File: config.mk
export PLATFORM = sky130hd
export DESIGN_NAME = hsr_status_regs
export DESIGN_NICKNAME = d
export VERILOG_FILES = /design/src/shared/hsr_pkg.sv /design/src/rtl/hsr_group.sv /design/src/rtl/hsr_status_regs.sv
export SDC_FILE = /design/constraint.sdc
export NUM_CORES = 1
export LEC_CHECK = 0
export ABC_AREA = 1
export BUFFER_PORTS_ARGS = -buffer_cell sky130_fd_sc_hd__buf_2
export CAP_MARGIN = 5
export CORE_UTILIZATION = 55
export CTS_CLUSTER_SIZE = 14
export DETAILED_ROUTE_END_ITERATION = 10
export PLACE_DENSITY = 0.75
export SLEW_MARGIN = 20
export SYNTH_ARGS = -nofsm -noshare
export SYNTH_HDL_FRONTEND = slang
export SYNTH_SLANG_ARGS = --single-unit
File: constraint.sdc
create_clock -name clk -period 5.45 [get_ports clk]
set_input_delay 0.2725 -clock clk [delete_from_list [all_inputs] [get_ports clk]]
set_output_delay 0.2725 -clock clk [all_outputs]
set_load 0.05 [all_outputs]
File: src/shared/hsr_pkg.sv
// Shared constants and types for the hardware status register groups
package hsr_pkg;
	// Register width
	localparam int unsigned HSR_W = 16;

	// Group selectors on the command port
	typedef enum logic {
		HSR_GRP_CAL,
		HSR_GRP_HW2
	} hsr_grp_t;

	// Status commands, one per register access
	typedef enum logic [2:0] {
		HSR_CMD_RD_COND,
		HSR_CMD_RD_RISE,
		HSR_CMD_RD_FALL,
		HSR_CMD_RD_EVENT,
		HSR_CMD_RD_ENABLE,
		HSR_CMD_WR_RISE,
		HSR_CMD_WR_FALL,
		HSR_CMD_WR_ENABLE
	} hsr_cmd_t;

	// Reset values of the filter, enable and event registers
	localparam logic [15:0] HSR_RISE_RST   = 16'h7fff;
	localparam logic [15:0] HSR_FALL_RST   = 16'h0000;
	localparam logic [15:0] HSR_ENABLE_RST = 16'h0000;
	localparam logic [15:0] HSR_EVENT_RST  = 16'h0000;

	// Bit always reading zero in every condition register
	localparam int unsigned HSR_BIT_NOT_USED = 15;

	// Valid condition bits, second hardware group (bits 11..5, 2..0)
	localparam logic [15:0] HSR_HW2_COND_MASK = 16'h0fe7;
	// Valid condition bits, calibration group (bits 4..0)
	localparam logic [15:0] HSR_CAL_COND_MASK = 16'h001f;

	// Second hardware group bit positions
	localparam int unsigned HW2_BIT_ACP_INCONSIST = 11;
	localparam int unsigned HW2_BIT_ACP_TOO_WIDE  = 10;
	localparam int unsigned HW2_BIT_AF1_NOTCH     = 9;
	localparam int unsigned HW2_BIT_AF2_VOLTAGE   = 8;
	localparam int unsigned HW2_BIT_FM_DEV        = 7;
	localparam int unsigned HW2_BIT_AM_FM         = 6;
	localparam int unsigned HW2_BIT_AUDIO_RANGE   = 5;
	localparam int unsigned HW2_BIT_OFFSET_FREQ   = 2;
	localparam int unsigned HW2_BIT_GEN_AMPL      = 1;
	localparam int unsigned HW2_BIT_REF_LEVEL     = 0;

	// Calibration group bit positions
	localparam int unsigned CAL_BIT_TX_AUTOZERO = 4;
	localparam int unsigned CAL_BIT_VOLTMETER   = 3;
	localparam int unsigned CAL_BIT_COUNTER     = 2;
	localparam int unsigned CAL_BIT_SAMPLER     = 1;
	localparam int unsigned CAL_BIT_SPECTRUM    = 0;
endpackage

File: src/rtl/hsr_group.sv
// One status register group: condition, filters, event, enable, summary
module hsr_group
	import hsr_pkg::*;
#(
	parameter int unsigned W = hsr_pkg::HSR_W,
	parameter logic [15:0] COND_MASK = hsr_pkg::HSR_HW2_COND_MASK
) (
	// Clock and reset
	input  wire logic         clk,
	input  wire logic         rst,
	// Raw condition inputs
	input  wire logic [W-1:0] cond_in,
	// Register access strobes
	input  wire logic         wr_rise,
	input  wire logic         wr_fall,
	input  wire logic         wr_enable,
	input  wire logic         rd_event,
	input  wire logic         clear_status,
	input  wire logic [W-1:0] wr_data,
	// Register contents
	output logic      [W-1:0] cond_q,
	output logic      [W-1:0] rise_q,
	output logic      [W-1:0] fall_q,
	output logic      [W-1:0] event_q,
	output logic      [W-1:0] enable_q,
	output logic              summary
);
	logic [W-1:0] cond_ff, rise_ff, fall_ff, event_ff, enable_ff;
	logic [W-1:0] nxt_cond, nxt_rise, nxt_fall, nxt_event, nxt_enable;
	logic [W-1:0] latched;

	// Next-state for all group registers
	always_comb begin
		nxt_cond   = cond_in & W'(COND_MASK);                        // RULE6 RULE18
		nxt_cond[HSR_BIT_NOT_USED] = 1'b0;                           // RULE6
		nxt_rise   = wr_rise   ? wr_data : rise_ff;                  // RULE5 RULE19
		nxt_fall   = wr_fall   ? wr_data : fall_ff;                  // RULE5 RULE19
		nxt_enable = wr_enable ? wr_data : enable_ff;                // RULE3
		// Edges seen through the filters
		latched    = (nxt_cond & ~cond_ff & rise_ff)
		           | (~nxt_cond & cond_ff & fall_ff);                // RULE17
		// New events win over a clear in the same cycle
		nxt_event  = ((rd_event || clear_status) ? '0 : event_ff)
		           | latched;                                         // RULE2 RULE17
	end

	// Registers
	always_ff @(posedge clk or posedge rst) begin
		if (rst) begin
			cond_ff   <= '0;
			rise_ff   <= W'(HSR_RISE_RST);
			fall_ff   <= W'(HSR_FALL_RST);
			event_ff  <= W'(HSR_EVENT_RST);
			enable_ff <= W'(HSR_ENABLE_RST);
		end else begin
			cond_ff   <= nxt_cond;
			rise_ff   <= nxt_rise;
			fall_ff   <= nxt_fall;
			event_ff  <= nxt_event;
			enable_ff <= nxt_enable;
		end
	end

	assign cond_q   = cond_ff;
	assign rise_q   = rise_ff;
	assign fall_q   = fall_ff;
	assign event_q  = event_ff;
	assign enable_q = enable_ff;
	assign summary  = |(event_ff & enable_ff);                       // RULE16 RULE18
endmodule

File: src/rtl/hsr_status_regs.sv
// Top of the calibration and second hardware status register groups
//
// Functional notes
// RULE1: Groups hold condition, filters, event, enable, summary
// RULE2: Event clears on query or clear-status
// RULE3: Enable stores written value; zero clears it
// RULE4: Enable may be written and read back
// RULE5: Both filters readable and writable
// RULE6: Condition bit 15 always reads zero
// RULE7: Bits 11,10 flag channel bandwidth problems
// RULE8: Bits 9,8 flag audio generator limits
// RULE9: Bit 7 flags FM deviation too large
// RULE10: Bit 6 flags simultaneous AM and FM
// RULE11: Bit 5 audio autorange error; 4,3 unassigned
// RULE12: Bit 2 flags offset frequency mismatch
// RULE13: Bit 1 flags generator amplitude too high
// RULE14: Bit 0 flags analyzer reference level wrong
// RULE15: Calibration bits 4..0 flag calibration failures
// RULE16: Summary set while enabled events pending
// RULE17: Events latch on filtered condition edges
// RULE18: Summary is OR of event AND enable
// RULE19: Filter writes store full value, reads harmless
module hsr_status_regs
	import hsr_pkg::*;
#(
	parameter int unsigned W = hsr_pkg::HSR_W
) (
	// Clock and reset
	input  wire logic              clk,
	input  wire logic              rst,
	// Status command port from the remote controller
	input  wire logic              cmd_valid,
	input  wire hsr_pkg::hsr_grp_t cmd_group,
	input  wire hsr_pkg::hsr_cmd_t cmd_op,
	input  wire logic [W-1:0]      cmd_data,
	input  wire logic              clear_status,
	output logic                   rsp_valid,
	output logic      [W-1:0]      rsp_data,
	// Second hardware group conditions
	input  wire logic              acp_bw_inconsistent,
	input  wire logic              acp_bw_too_wide,
	input  wire logic              first_audio_generator_notch_range,
	input  wire logic              second_audio_generator_voltage_high,
	input  wire logic              fm_deviation_too_large,
	input  wire logic              am_fm_requested,
	input  wire logic              audio_autorange_error,
	input  wire logic              offset_freq_mismatch,
	input  wire logic              gen_amplitude_too_high,
	input  wire logic              ref_level_out_of_range,
	// Calibration group conditions
	input  wire logic              tx_autozero_failed,
	input  wire logic              voltmeter_cal_failed,
	input  wire logic              counter_cal_failed,
	input  wire logic              sampler_cal_failed,
	input  wire logic              spectrum_cal_failed,
	// Summary messages
	output logic                   cal_summary,
	output logic                   second_hardware_group_summary,
	// Combination refused by the device
	output logic                   am_fm_not_permitted
);
	import hsr_pkg::*;

	localparam int unsigned NGRP = 2;

	logic [W-1:0] raw_cond [NGRP];
	logic [W-1:0] cond_q   [NGRP];
	logic [W-1:0] rise_q   [NGRP];
	logic [W-1:0] fall_q   [NGRP];
	logic [W-1:0] event_q  [NGRP];
	logic [W-1:0] enable_q [NGRP];
	logic         summ     [NGRP];
	logic [NGRP-1:0] sel;
	logic         rsp_valid_ff, nxt_rsp_valid;
	logic [W-1:0] rsp_data_ff, nxt_rsp_data;
	logic         amfm_ff, nxt_amfm;

	// Group decode used by the group strobes; the read mux decodes cmd_group itself
	function automatic logic [NGRP-1:0] grp_dec(input hsr_grp_t g);
		grp_dec = (g == HSR_GRP_CAL) ? 2'b01 : 2'b10;
	endfunction

	assign sel = cmd_valid ? grp_dec(cmd_group) : '0;

	// Condition bit mapping; unassigned bits stay zero
	always_comb begin
		raw_cond[0] = '0;
		raw_cond[0][CAL_BIT_TX_AUTOZERO] = tx_autozero_failed;        // RULE15
		raw_cond[0][CAL_BIT_VOLTMETER]   = voltmeter_cal_failed;      // RULE15
		raw_cond[0][CAL_BIT_COUNTER]     = counter_cal_failed;        // RULE15
		raw_cond[0][CAL_BIT_SAMPLER]     = sampler_cal_failed;        // RULE15
		raw_cond[0][CAL_BIT_SPECTRUM]    = spectrum_cal_failed;       // RULE15
		raw_cond[1] = '0;
		raw_cond[1][HW2_BIT_ACP_INCONSIST] = acp_bw_inconsistent;     // RULE7
		raw_cond[1][HW2_BIT_ACP_TOO_WIDE]  = acp_bw_too_wide;         // RULE7
		raw_cond[1][HW2_BIT_AF1_NOTCH]     = first_audio_generator_notch_range;  // RULE8
		raw_cond[1][HW2_BIT_AF2_VOLTAGE]   = second_audio_generator_voltage_high; // RULE8
		raw_cond[1][HW2_BIT_FM_DEV]        = fm_deviation_too_large;  // RULE9
		raw_cond[1][HW2_BIT_AM_FM]         = am_fm_requested;         // RULE10
		raw_cond[1][HW2_BIT_AUDIO_RANGE]   = audio_autorange_error;   // RULE11
		raw_cond[1][HW2_BIT_OFFSET_FREQ]   = offset_freq_mismatch;    // RULE12
		raw_cond[1][HW2_BIT_GEN_AMPL]      = gen_amplitude_too_high;  // RULE13
		raw_cond[1][HW2_BIT_REF_LEVEL]     = ref_level_out_of_range;  // RULE14
	end

	// One group per status register set, each with its own condition mask
	for (genvar g = 0; g < NGRP; g++) begin : g_grp
		hsr_group #(
			.W         (W),
			.COND_MASK (g == 0 ? HSR_CAL_COND_MASK : HSR_HW2_COND_MASK)
		) u_grp (
			.clk          (clk),
			.rst          (rst),
			.cond_in      (raw_cond[g]),
			.wr_rise      (sel[g] && cmd_op == HSR_CMD_WR_RISE),     // RULE5
			.wr_fall      (sel[g] && cmd_op == HSR_CMD_WR_FALL),     // RULE5
			.wr_enable    (sel[g] && cmd_op == HSR_CMD_WR_ENABLE),   // RULE4
			.rd_event     (sel[g] && cmd_op == HSR_CMD_RD_EVENT),    // RULE2
			.clear_status (clear_status),                             // RULE2
			.wr_data      (cmd_data),
			.cond_q       (cond_q[g]),
			.rise_q       (rise_q[g]),
			.fall_q       (fall_q[g]),
			.event_q      (event_q[g]),
			.enable_q     (enable_q[g]),
			.summary      (summ[g])                                   // RULE1
		);
	end

	// Query answer; event read returns value before it clears
	always_comb begin
		int unsigned gi;
		gi            = (cmd_group == HSR_GRP_CAL) ? 0 : 1;
		nxt_rsp_valid = 1'b0;
		nxt_rsp_data  = rsp_data_ff;
		if (cmd_valid) begin
			case (cmd_op)
				HSR_CMD_RD_COND: begin
					nxt_rsp_valid = 1'b1;
					nxt_rsp_data  = cond_q[gi];
				end
				HSR_CMD_RD_RISE: begin
					nxt_rsp_valid = 1'b1;
					nxt_rsp_data  = rise_q[gi];                      // RULE5
				end
				HSR_CMD_RD_FALL: begin
					nxt_rsp_valid = 1'b1;
					nxt_rsp_data  = fall_q[gi];                      // RULE5
				end
				HSR_CMD_RD_EVENT: begin
					nxt_rsp_valid = 1'b1;
					nxt_rsp_data  = event_q[gi];                     // RULE2
				end
				HSR_CMD_RD_ENABLE: begin
					nxt_rsp_valid = 1'b1;
					nxt_rsp_data  = enable_q[gi];                    // RULE4
				end
				default: begin
					nxt_rsp_valid = 1'b0;
				end
			endcase
		end
	end

	// AM plus FM is refused while both are asked for
	always_comb begin
		nxt_amfm = am_fm_requested;                                  // RULE10
	end

	// Response and refusal registers
	always_ff @(posedge clk or posedge rst) begin
		if (rst) begin
			rsp_valid_ff <= 1'b0;
			rsp_data_ff  <= '0;
			amfm_ff      <= 1'b0;
		end else begin
			rsp_valid_ff <= nxt_rsp_valid;
			rsp_data_ff  <= nxt_rsp_data;
			amfm_ff      <= nxt_amfm;
		end
	end

	assign rsp_valid                     = rsp_valid_ff;
	assign rsp_data                      = rsp_data_ff;
	assign cal_summary                   = summ[0];                  // RULE16
	assign second_hardware_group_summary = summ[1];                  // RULE16
	assign am_fm_not_permitted           = amfm_ff;                  // RULE10
endmodule

# Word-level counts from Yosys, hierarchy flattened

Index checks and enable logic that the tools add are counted.

Multiply operators: 0
Bitwise operators: 19
Multiplexer cells: 23
Shift-type cells: 0
Divide/modulo/power cells: 0
Equality and inequality tests: 7
Reductions and logical operators: 16
Order comparisons: 1
$add $sub $neg: 0

Operator list:

| operator              | number |
|---|---|
| $mux W16              | 16 |
| $and A16 B16 Y16      | 6 |
| $pmux W16 S5          | 1 |
| $or A16 B16 Y16       | 4 |
| $ge A33 B2 Y1 const B | 1 |
| $not A1 Y33           | 1 |
| $not A12 Y16          | 2 |
| $not A5 Y16           | 2 |
| $reduce_or A16 Y1     | 2 |
| $and A12 B16 Y16      | 1 |
| $and A16 B12 Y16      | 1 |
| $and A16 B5 Y16       | 1 |
| $and A5 B16 Y16       | 1 |
| $eq A3 B3 Y1 const B  | 4 |
| $mux W12              | 1 |
| $logic_and A1 B1 Y1   | 8 |
| $eq A3 B2 Y1 const B  | 2 |
| $reduce_bool A5 Y1    | 1 |
| $reduce_or A5 Y1      | 1 |
| $mux W2               | 2 |
| $eq A3 B1 Y1 const B  | 1 |
| $logic_not A3 Y1      | 1 |
| $mux W1               | 3 |
| $logic_or A1 B1 Y1    | 2 |
| $reduce_and A2 Y1     | 1 |

Latch bits: 0
Input bits: 39
Register bits: 161
Word-level logic and storage cells: 79
Output and inout port bits: 20
RAM bits: 0
Memories: 0
Bits in read-only memories: 0

# Logic depth before layout (Yosys ltp)

Gate-level depths: netlist (run 1).

Word-level depth: 6
Mapped depth: 11

# Modules after synthesis

A second synthesis (run 1) with hierarchy kept.

Cells, all modules: 981
Area, all modules: 7,753.7 µm²

By module, submodules not included:

| module                      | times used | cells each | area an instance (µm²) |
|---|---|---|---|
| hsr_group at g_grp[1].u_grp | 1          | 196        | 2,869.0 |
| hsr_group at g_grp[0].u_grp | 1          | 277        | 2,479.9 |
| hsr_status_regs             | 1          | 508        | 2,404.8 |

# Worst setup path before layout (run 1)

No wires, ideal clock.

Path kind: input to register
Start point: input port cmd_group
End point: register g_grp[1].u_grp.enable_ff[0]
Cell stages on the path: 5
Setup slack: 3.994 ns
Data required time: 5.325 ns
Arrival time: 1.331 ns
Cell sequence: buf_2 -> nand2_2 -> nor2_2 -> buf_4 -> mux2_2

Cells in the longest elaborated chain, start to end: 3

Ends and longest elaborated chain:

| item                 | RTL line               | RTL |
|---|---|---|
| start, declared      | hsr_status_regs.sv:33  | `input wire hsr_pkg::hsr_grp_t cmd_group,` |
| $mux W2              | hsr_status_regs.sv:80  | `grp_dec = (g == HSR_GRP_CAL) ? 2'b01 : 2'b10;` |
| $mux W2              | hsr_status_regs.sv:83  | `assign sel = cmd_valid ? grp_dec(cmd_group) : '0;` |
| $logic_and A1 B1 Y1  | hsr_status_regs.sv:117 | `.wr_enable (sel[g] && cmd_op == HSR_CMD_WR_ENABLE),` |
| end signal, assigned | hsr_group.sv:54        | `enable_ff <= W'(HSR_ENABLE_RST);` |
| end signal, assigned | hsr_group.sv:60        | `enable_ff <= nxt_enable;` |
| end, declared        | hsr_group.sv:28        | `logic [W-1:0] cond_ff, rise_ff, fall_ff, event_ff, enable_ff;` |

Every way passes these cells.
A chain may end at the register's enable or synchronous reset.

# Worst setup path after layout (run 1)

Start point: input port cmd_group
End point: register g_grp[1].u_grp.rise_ff[3]

Cells in the longest elaborated chain, start to end: 3

Ends and longest elaborated chain:

| item                 | RTL line               | RTL |
|---|---|---|
| $mux W2              | hsr_status_regs.sv:80  |  |
| $mux W2              | hsr_status_regs.sv:83  |  |
| $logic_and A1 B1 Y1  | hsr_status_regs.sv:115 | `.wr_rise (sel[g] && cmd_op == HSR_CMD_WR_RISE),` |
| end signal, assigned | hsr_group.sv:51        | `rise_ff <= W'(HSR_RISE_RST);` |
| end signal, assigned | hsr_group.sv:57        | `rise_ff <= nxt_rise;` |
| end, declared        | hsr_group.sv:28        |  |

Every way passes these cells.

==> results of run 1 <==
placed cells by master, fill, tap and decap left out, types with 2 or more instances in the layout:
cell type and n:
a21oi_1 8, a22o_1 4, a22oi_1 3, a31oi_1 3
buf_2 58, buf_4 4, bufinv_16 4, clkbuf_16 17
clkbuf_8 4, clkinv_4 3, dfrtp_1 113, dfstp_2 30
dlygate4sd3_1 16, inv_1 79, inv_2 2, inv_6 3
mux2_2 42, nand2_1 271, nand3_1 19, nand4_1 5
nor2_1 35, nor2_2 7, nor2_4 3, nor3_1 3
o211ai_1 8, o21a_1 2, o21ai_0 112, o21ai_1 3
per-layer routing:
metal  track usage  vias to the layer above  routed length [um]
met5             0                        -                   0
met4        0.1173                        0                 272
met1        0.3526                     2632                7195
met2        0.4762                      201                8003
met3       0.06533                       25                 901
li1              -                     2664                   -
stage by stage:
stage | worst slack, ps | utilization | cell area, um2
floorplan | 1389 | - | 6715
global placement | 2864 | 0.6058 | 7066
detailed placement | 2766 | 0.6058 | 7066
CTS | 3197 | 0.6759 | 7883
global route | 3304 | 0.6768 | 7893
finish | 3403 | 0.6768 | 7893
flip-flops by register name, indices dropped and copies added, names as in the netlist:
signal and count:
g_grp.u_grp.cond_q 15, g_grp.u_grp.enable_q 32, rsp_data 16, g_grp.u_grp.event_q 15, g_grp.u_grp.fall_q 32, rsp_valid 1
g_grp.u_grp.rise_q 32
repair_timing:
action / in CTS / in global routing
hold buffers: 16 / 0
gates resized for setup: 0 / 0
setup endpoints to repair: 0 / 0
hold endpoints to repair: 72 / 0
worst min-delay path: cells and delay by family:
kind	cells	cell delay, ps
compound gates	1	70
buf+inv	1	130
simple gates	1	60
cell families after synthesis:
logic type | Yosys count
and+or+nand+nor | 344
AOI/OAI and AO/OA | 147
muxes | 42
buffers and inverters | 116
DFF | 143
worst paths after layout:
check | start | endpoint | slack [ps] | depth (start not counted)
worst max-delay path | cmd_group | g_grp[1].u_grp.rise_q[3]$_DFFE_PP1P_ | 3400 | 5
worst min-delay path | cmd_data[9] | g_grp[1].u_grp.rise_q[9]$_DFFE_PP1P_ | 110 | 3
worst max register to register | g_grp[1].u_grp.rise_q[0]$_DFFE_PP1P_ | rsp_data[0]$_DFFE_PP0P_ | 4240 | 8
worst min register to register | rsp_data[1]$_DFFE_PP0P_ | rsp_data[1]$_DFFE_PP0P_ | 470 | 2
max in group asynchronous | rst | g_grp[0].u_grp.enable_q[4]$_DFFE_PP0P_ | 3610 | 4
min in group asynchronous | rst | g_grp[0].u_grp.fall_q[3]$_DFFE_PP0P_ | 510 | 3
power groups by stage:
stage,clock network [W],logic (W),registers [W]
final,0.00127,0.000585,0.00143
after global routing,0.00134,0.000654,0.00145
after CTS,0.00129,0.000585,0.00143
after detailed placement,0,0.000570,0.00144
after global placement,0,0.000544,0.00143
after floorplan,0,0.000365,0.00148
area by class of cell:
class                      instances  area [um2]  area share
sequential                       143        3616      0.4581
inverter                          82       312.8     0.03963
timing repair buffer              78       480.5     0.06088
clock buffer                      21       480.5     0.06088
clock inverter                    11       176.4     0.02235
tap                              143       178.9     0.02267
multi-input combinational        533        2648      0.3354
==> metrics, run 1 <==
status=complete, no violations; DPL Wire Length=10,340 um; GRT Total Usage=0.2827; First-pass DRT Iterations=8; initial antenna violation count=0; skew final=5.817 ps; Adder-Cell Fraction of Synth Area=0; post-CTS setup buffers=0; fraction of registers with async set/reset=1.000; startpoint types=input port; Nets=894; CORE AREA=11,660 um2; CP delay by family, top=buffers and inverters; GP Congestion=0.8193; Max Freq=0.4884 GHz; total gr overflow=0; post-synth top area share=0.4211; largest family of logic cells by synthesized area=simple AND/OR/NAND/NOR gates; total chip power=0.003290 W; Cell variety after synth=29; filler instances=908; clock tree buffer depth=2; ratio of cells with drive above 1 in the final layout=0.2097; slew margin rel.=0.3354; Synth warnings=0; Comb pwr share=0.178; Compound-Gate Fraction of Synth Area=0.1192; Die Wd=112.5 um; Tmin final=2047 ps; mux cell area share after synthesis=0.07043; Rows=39; hold crit path type=in2reg; Worst Tran Pin Value=995.8 ps; crit-path max cell delay=600 ps; post-synthesis simple-gate area fraction=0.2020; Post-Syn Area=6715 um2; worst skew pair latency=430 ps; worst path bufs/invs=2; root buffer cell=clkbuf_16; post-synth net total=831; initial core utilization=0.5758; Slew Limit Fails=0; DRT antenna net count=0; wire length per cell after detailed routing=16.19 um; via count=5,522; xor and xnor area share after synthesis=0; non-filler cells, final=1,011; Pleak=3.776 nW; most frequent cell after synthesis=nand2_1; register area share after synthesis=0.5385; Worst Path Arrival=2400 ps; max cap viols=0; leading area contributor after synthesis=dfrtp_1; clock power share=0.387; Area Growth Syn to Fin=17.53%; Post-synth top flop=dfrtp_1; Flop pwr share=0.435; placed insts=963; Final Hold Viols=0; via/cell ratio=5.462; cts bufs inserted=17; synthesized netlist cell count=792; top cells by area, synth=dfrtp_1 42%, nand2_1 15%, dfstp_2 12%; Starting DRT DRC Count=339; DRC violations left=0; EDFF count, synth=0; Die Footprint=12,660 um2; Hold WS=111.9 ps; RSZ-0062 raised after global routing=false; switching share of power=0.2883; setup_tns=0 ps; Sw Pwr=0.0009487 W; Post-synth top cells=271 x nand2_1, 113 x dfrtp_1, 112 x o21ai_0; vias in the first global route=5,623; Setup Crit Path Kind=in2reg; worst-path maximum fanout=46; Synth Register Bits=143; Post-Route WL=16,370 um; CTS Sinks=143; clk slew on worst S/H paths=60 ps; slowest CP cell=nor2_2; first-pass GRT wire length=27,320 um; pwr dens=416.9 nW/um2; setup violators final=0; period utilization=0.3757; CTS H-tree depth=4; Pint=0.002342 W; peak supply drop=0.2579 mV; I/O pin cnt=59; IO Port Bufs=58; CTS tree=done; CP required=5800 ps; die height=112.5 um; largest net degree at the start of global routing=74; ant diodes=0; Setup crit end kind=flop; Avg Cell Area, Syn=8.479 um2; CP cell instances=buf_2 > nand2_2 > nor2_2 > buf_4 > mux2_2
Power figures use the tool's default switching activity.
==> run 2: changes to the inputs <==
==> constraint.sdc (replaced) <==
create_clock -name clk -period 2 [get_ports clk]
set_input_delay 0.1 -clock clk [delete_from_list [all_inputs] [get_ports clk]]
set_output_delay 0.1 -clock clk [all_outputs]
set_load 0.05 [all_outputs]
==> metrics, run 2 (synthesized netlist as in run 1, its figures left out) <==
CP required=1900 ps (was 5800 ps); GP Congestion=0.8614 (was 0.8193); footprint of the multi-input gates=2638 um2 (was 2648 um2); total gr overflow=0 (unchanged); Final Hold Viols=0 (unchanged); Post-Route WL=17,050 um (was 16,370 um); Die Wd=112.5 um (unchanged); Die Footprint=12,660 um2 (unchanged); clk slew on worst S/H paths=60 ps (about the same); status=complete, no violations (unchanged); skew final=5.761 ps (was 5.817 ps); ant diodes=0 (unchanged); root buffer cell=clkbuf_16 (unchanged); filler instances=894 (was 908); via count=5,764 (was 5,522); CTS tree=done (unchanged); Post-Route Utilization=0.7059 (was 0.6768); cts bufs inserted=17 (unchanged); Area Growth Syn to Fin=22.60% (was 17.53%); max cap viols=0 (unchanged); CP delay by family, top=flip-flops (was buffers and inverters); I/O pin cnt=59 (unchanged); Slew Limit Fails=0 (unchanged); most common cell after layout, fill and taps aside=nand2_1 (unchanged); commonest cells after routing, fill and taps aside=271 x nand2_1, 113 x dfrtp_1, 112 x o21ai_0 (unchanged); worst-path maximum fanout=3 (was 46); Worst Path Arrival=1680 ps (was 2400 ps); worst skew pair latency=420 ps (was 430 ps); period utilization=0.8886; die height=112.5 um (unchanged); worst path bufs/invs=1 (was 2); DRC violations left=0 (unchanged); # resized after CTS=0 (unchanged); initial core utilization=0.5758 (unchanged); Setup crit end kind=primary output (was flop); Setup Crit Path Kind=reg2out (was in2reg); Tmin final=1777 ps; via/cell ratio=5.500 (was 5.462); setup violators final=0 (unchanged); GRT Total Usage=0.2961 (was 0.2827); Max Freq=0.5627 GHz; slowest CP cell=dfrtp_1 (was nor2_2); IO Port Bufs=58 (unchanged); crit-path max cell delay=400 ps (was 600 ps); Nets=932 (was 894); wire length per cell after detailed routing=16.27 um (was 16.19 um); Pleak=3.954 nW (was 3.776 nW); pwr dens=1079 nW/um2 (was 416.9 nW/um2); DRT antenna net count=0 (unchanged); First-pass DRT Iterations=5 (was 8); slew margin rel.=0.5251 (was 0.3354); peak supply drop=0.9642 mV (was 0.2579 mV); Rows=39 (unchanged); Starting DRT DRC Count=425 (was 339); CORE AREA=11,660 um2 (unchanged); CTS Sinks=143 (unchanged); largest net degree at the start of global routing=61 (was 74); DPL Wire Length=11,120 um (was 10,340 um); initial antenna violation count=0 (unchanged); CP cell instances=a22o_1 > nor2_1 > nand4_1 > buf_2 (was buf_2 > nand2_2 > nor2_2 > buf_4 > mux2_2); RSZ-0062 raised after global routing=false (unchanged); Worst Tran Pin Value=710.8 ps (was 995.8 ps); CTS H-tree depth=4 (unchanged); first-pass GRT wire length=28,620 um (was 27,320 um); post-CTS setup buffers=0 (unchanged); startpoint types=flop (was input port); setup_tns=0 ps (unchanged); ratio of cells with drive above 1 in the final layout=0.2221 (was 0.2097); vias in the first global route=5,704 (was 5,623); hold crit path type=in2reg (unchanged); Reg area=3616 um2 (unchanged); clock tree buffer depth=2 (unchanged)
==> run 2: final timing paths <==
check | from | end | slack (ps) | cells past startpoint
max | g_grp[1].u_grp.event_q[0]$_DFF_PP0_ | second_hardware_group_summary | 220 | 4
max in group asynchronous | rst | g_grp[1].u_grp.rise_q[12]$_DFFE_PP1P_ | 970 | 4
min reg2reg | rsp_data[0]$_DFFE_PP0P_ | rsp_data[0]$_DFFE_PP0P_ | 470 | 2
max reg2reg | g_grp[0].u_grp.rise_q[11]$_DFFE_PP1P_ | rsp_data[11]$_DFFE_PP0P_ | 880 | 6
min in group asynchronous | rst | rsp_data[15]$_DFFE_PP0P_ | 340 | 3
min | cmd_valid | rsp_valid$_DFF_PP0_ | 150 | 3
==> run 2: cell type report <==
| cell class | count | area share |
|---|---|---|
| clock buffers | 21 | 0.05593 |
| clock inverters | 10 | 0.01945 |
| inverters | 82 | 0.03784 |
| well taps | 143 | 0.02173 |
| flip-flops and latches | 143 | 0.4392 |
| multi-input cells | 533 | 0.3204 |
| repair buffers | 116 | 0.1055 |
==> run 2: stage by stage <==
step           instance area [um2]  setup slack (ps)  hold slack, ps  instances  total power (W)
4_1_cts                       8233             237.8           125.2       1048         0.008925
3_5_place_dp                  7292             514.5           222.6        985         0.005533
5_1_grt                       8233             193.4           180.6       1048         0.009314
3_3_place_gp                  7292             551.4           221.8        985         0.005450
6_report                      8233             222.8           150.5       1048         0.008886
2_1_floorplan                 6719             133.4           131.4        792         0.005016
==> run 2: routing by layer <==
| metal | GRT usage | share of wire | wire (um) | vias to the layer above |
|---|---|---|---|---|
| li1 | - | - | - | 2741 |
| met1 | 0.3982 | 0.43 | 7263 | 2763 |
| met2 | 0.4737 | 0.48 | 8190 | 227 |
| met3 | 0.06533 | 0.072 | 1220 | 33 |
| met4 | 0.1120 | 0.022 | 376 | 0 |
| met5 | 0 | 0 | 0 | - |
==> run 2: worst register-to-register path: stages (launching register included) <==
cell and delay (ps):
dfstp_2 520, inv_1 40, o21ai_0 190, nand2_1 80, nand2_1 70, nor2_1 40, a21oi_1 110
==> run 2: timing repair <==
item / CTS / global route
hold buffers: 32 / 0
setup endpoints to repair: 0 / 0
hold endpoints to repair: 113 / 0
==> run 2: power by group <==
part | internal (W) | leakage (nW) | total (W) | switching (W)
Sequential | 0.00358 | 1.69 | 0.00391 | 0.000328
Combinational | 0.000625 | 1.96 | 0.00166 | 0.00103
Clock | 0.00214 | 0.303 | 0.00332 | 0.00118
Total | 0.00635 | 3.95 | 0.00889 | 0.00254
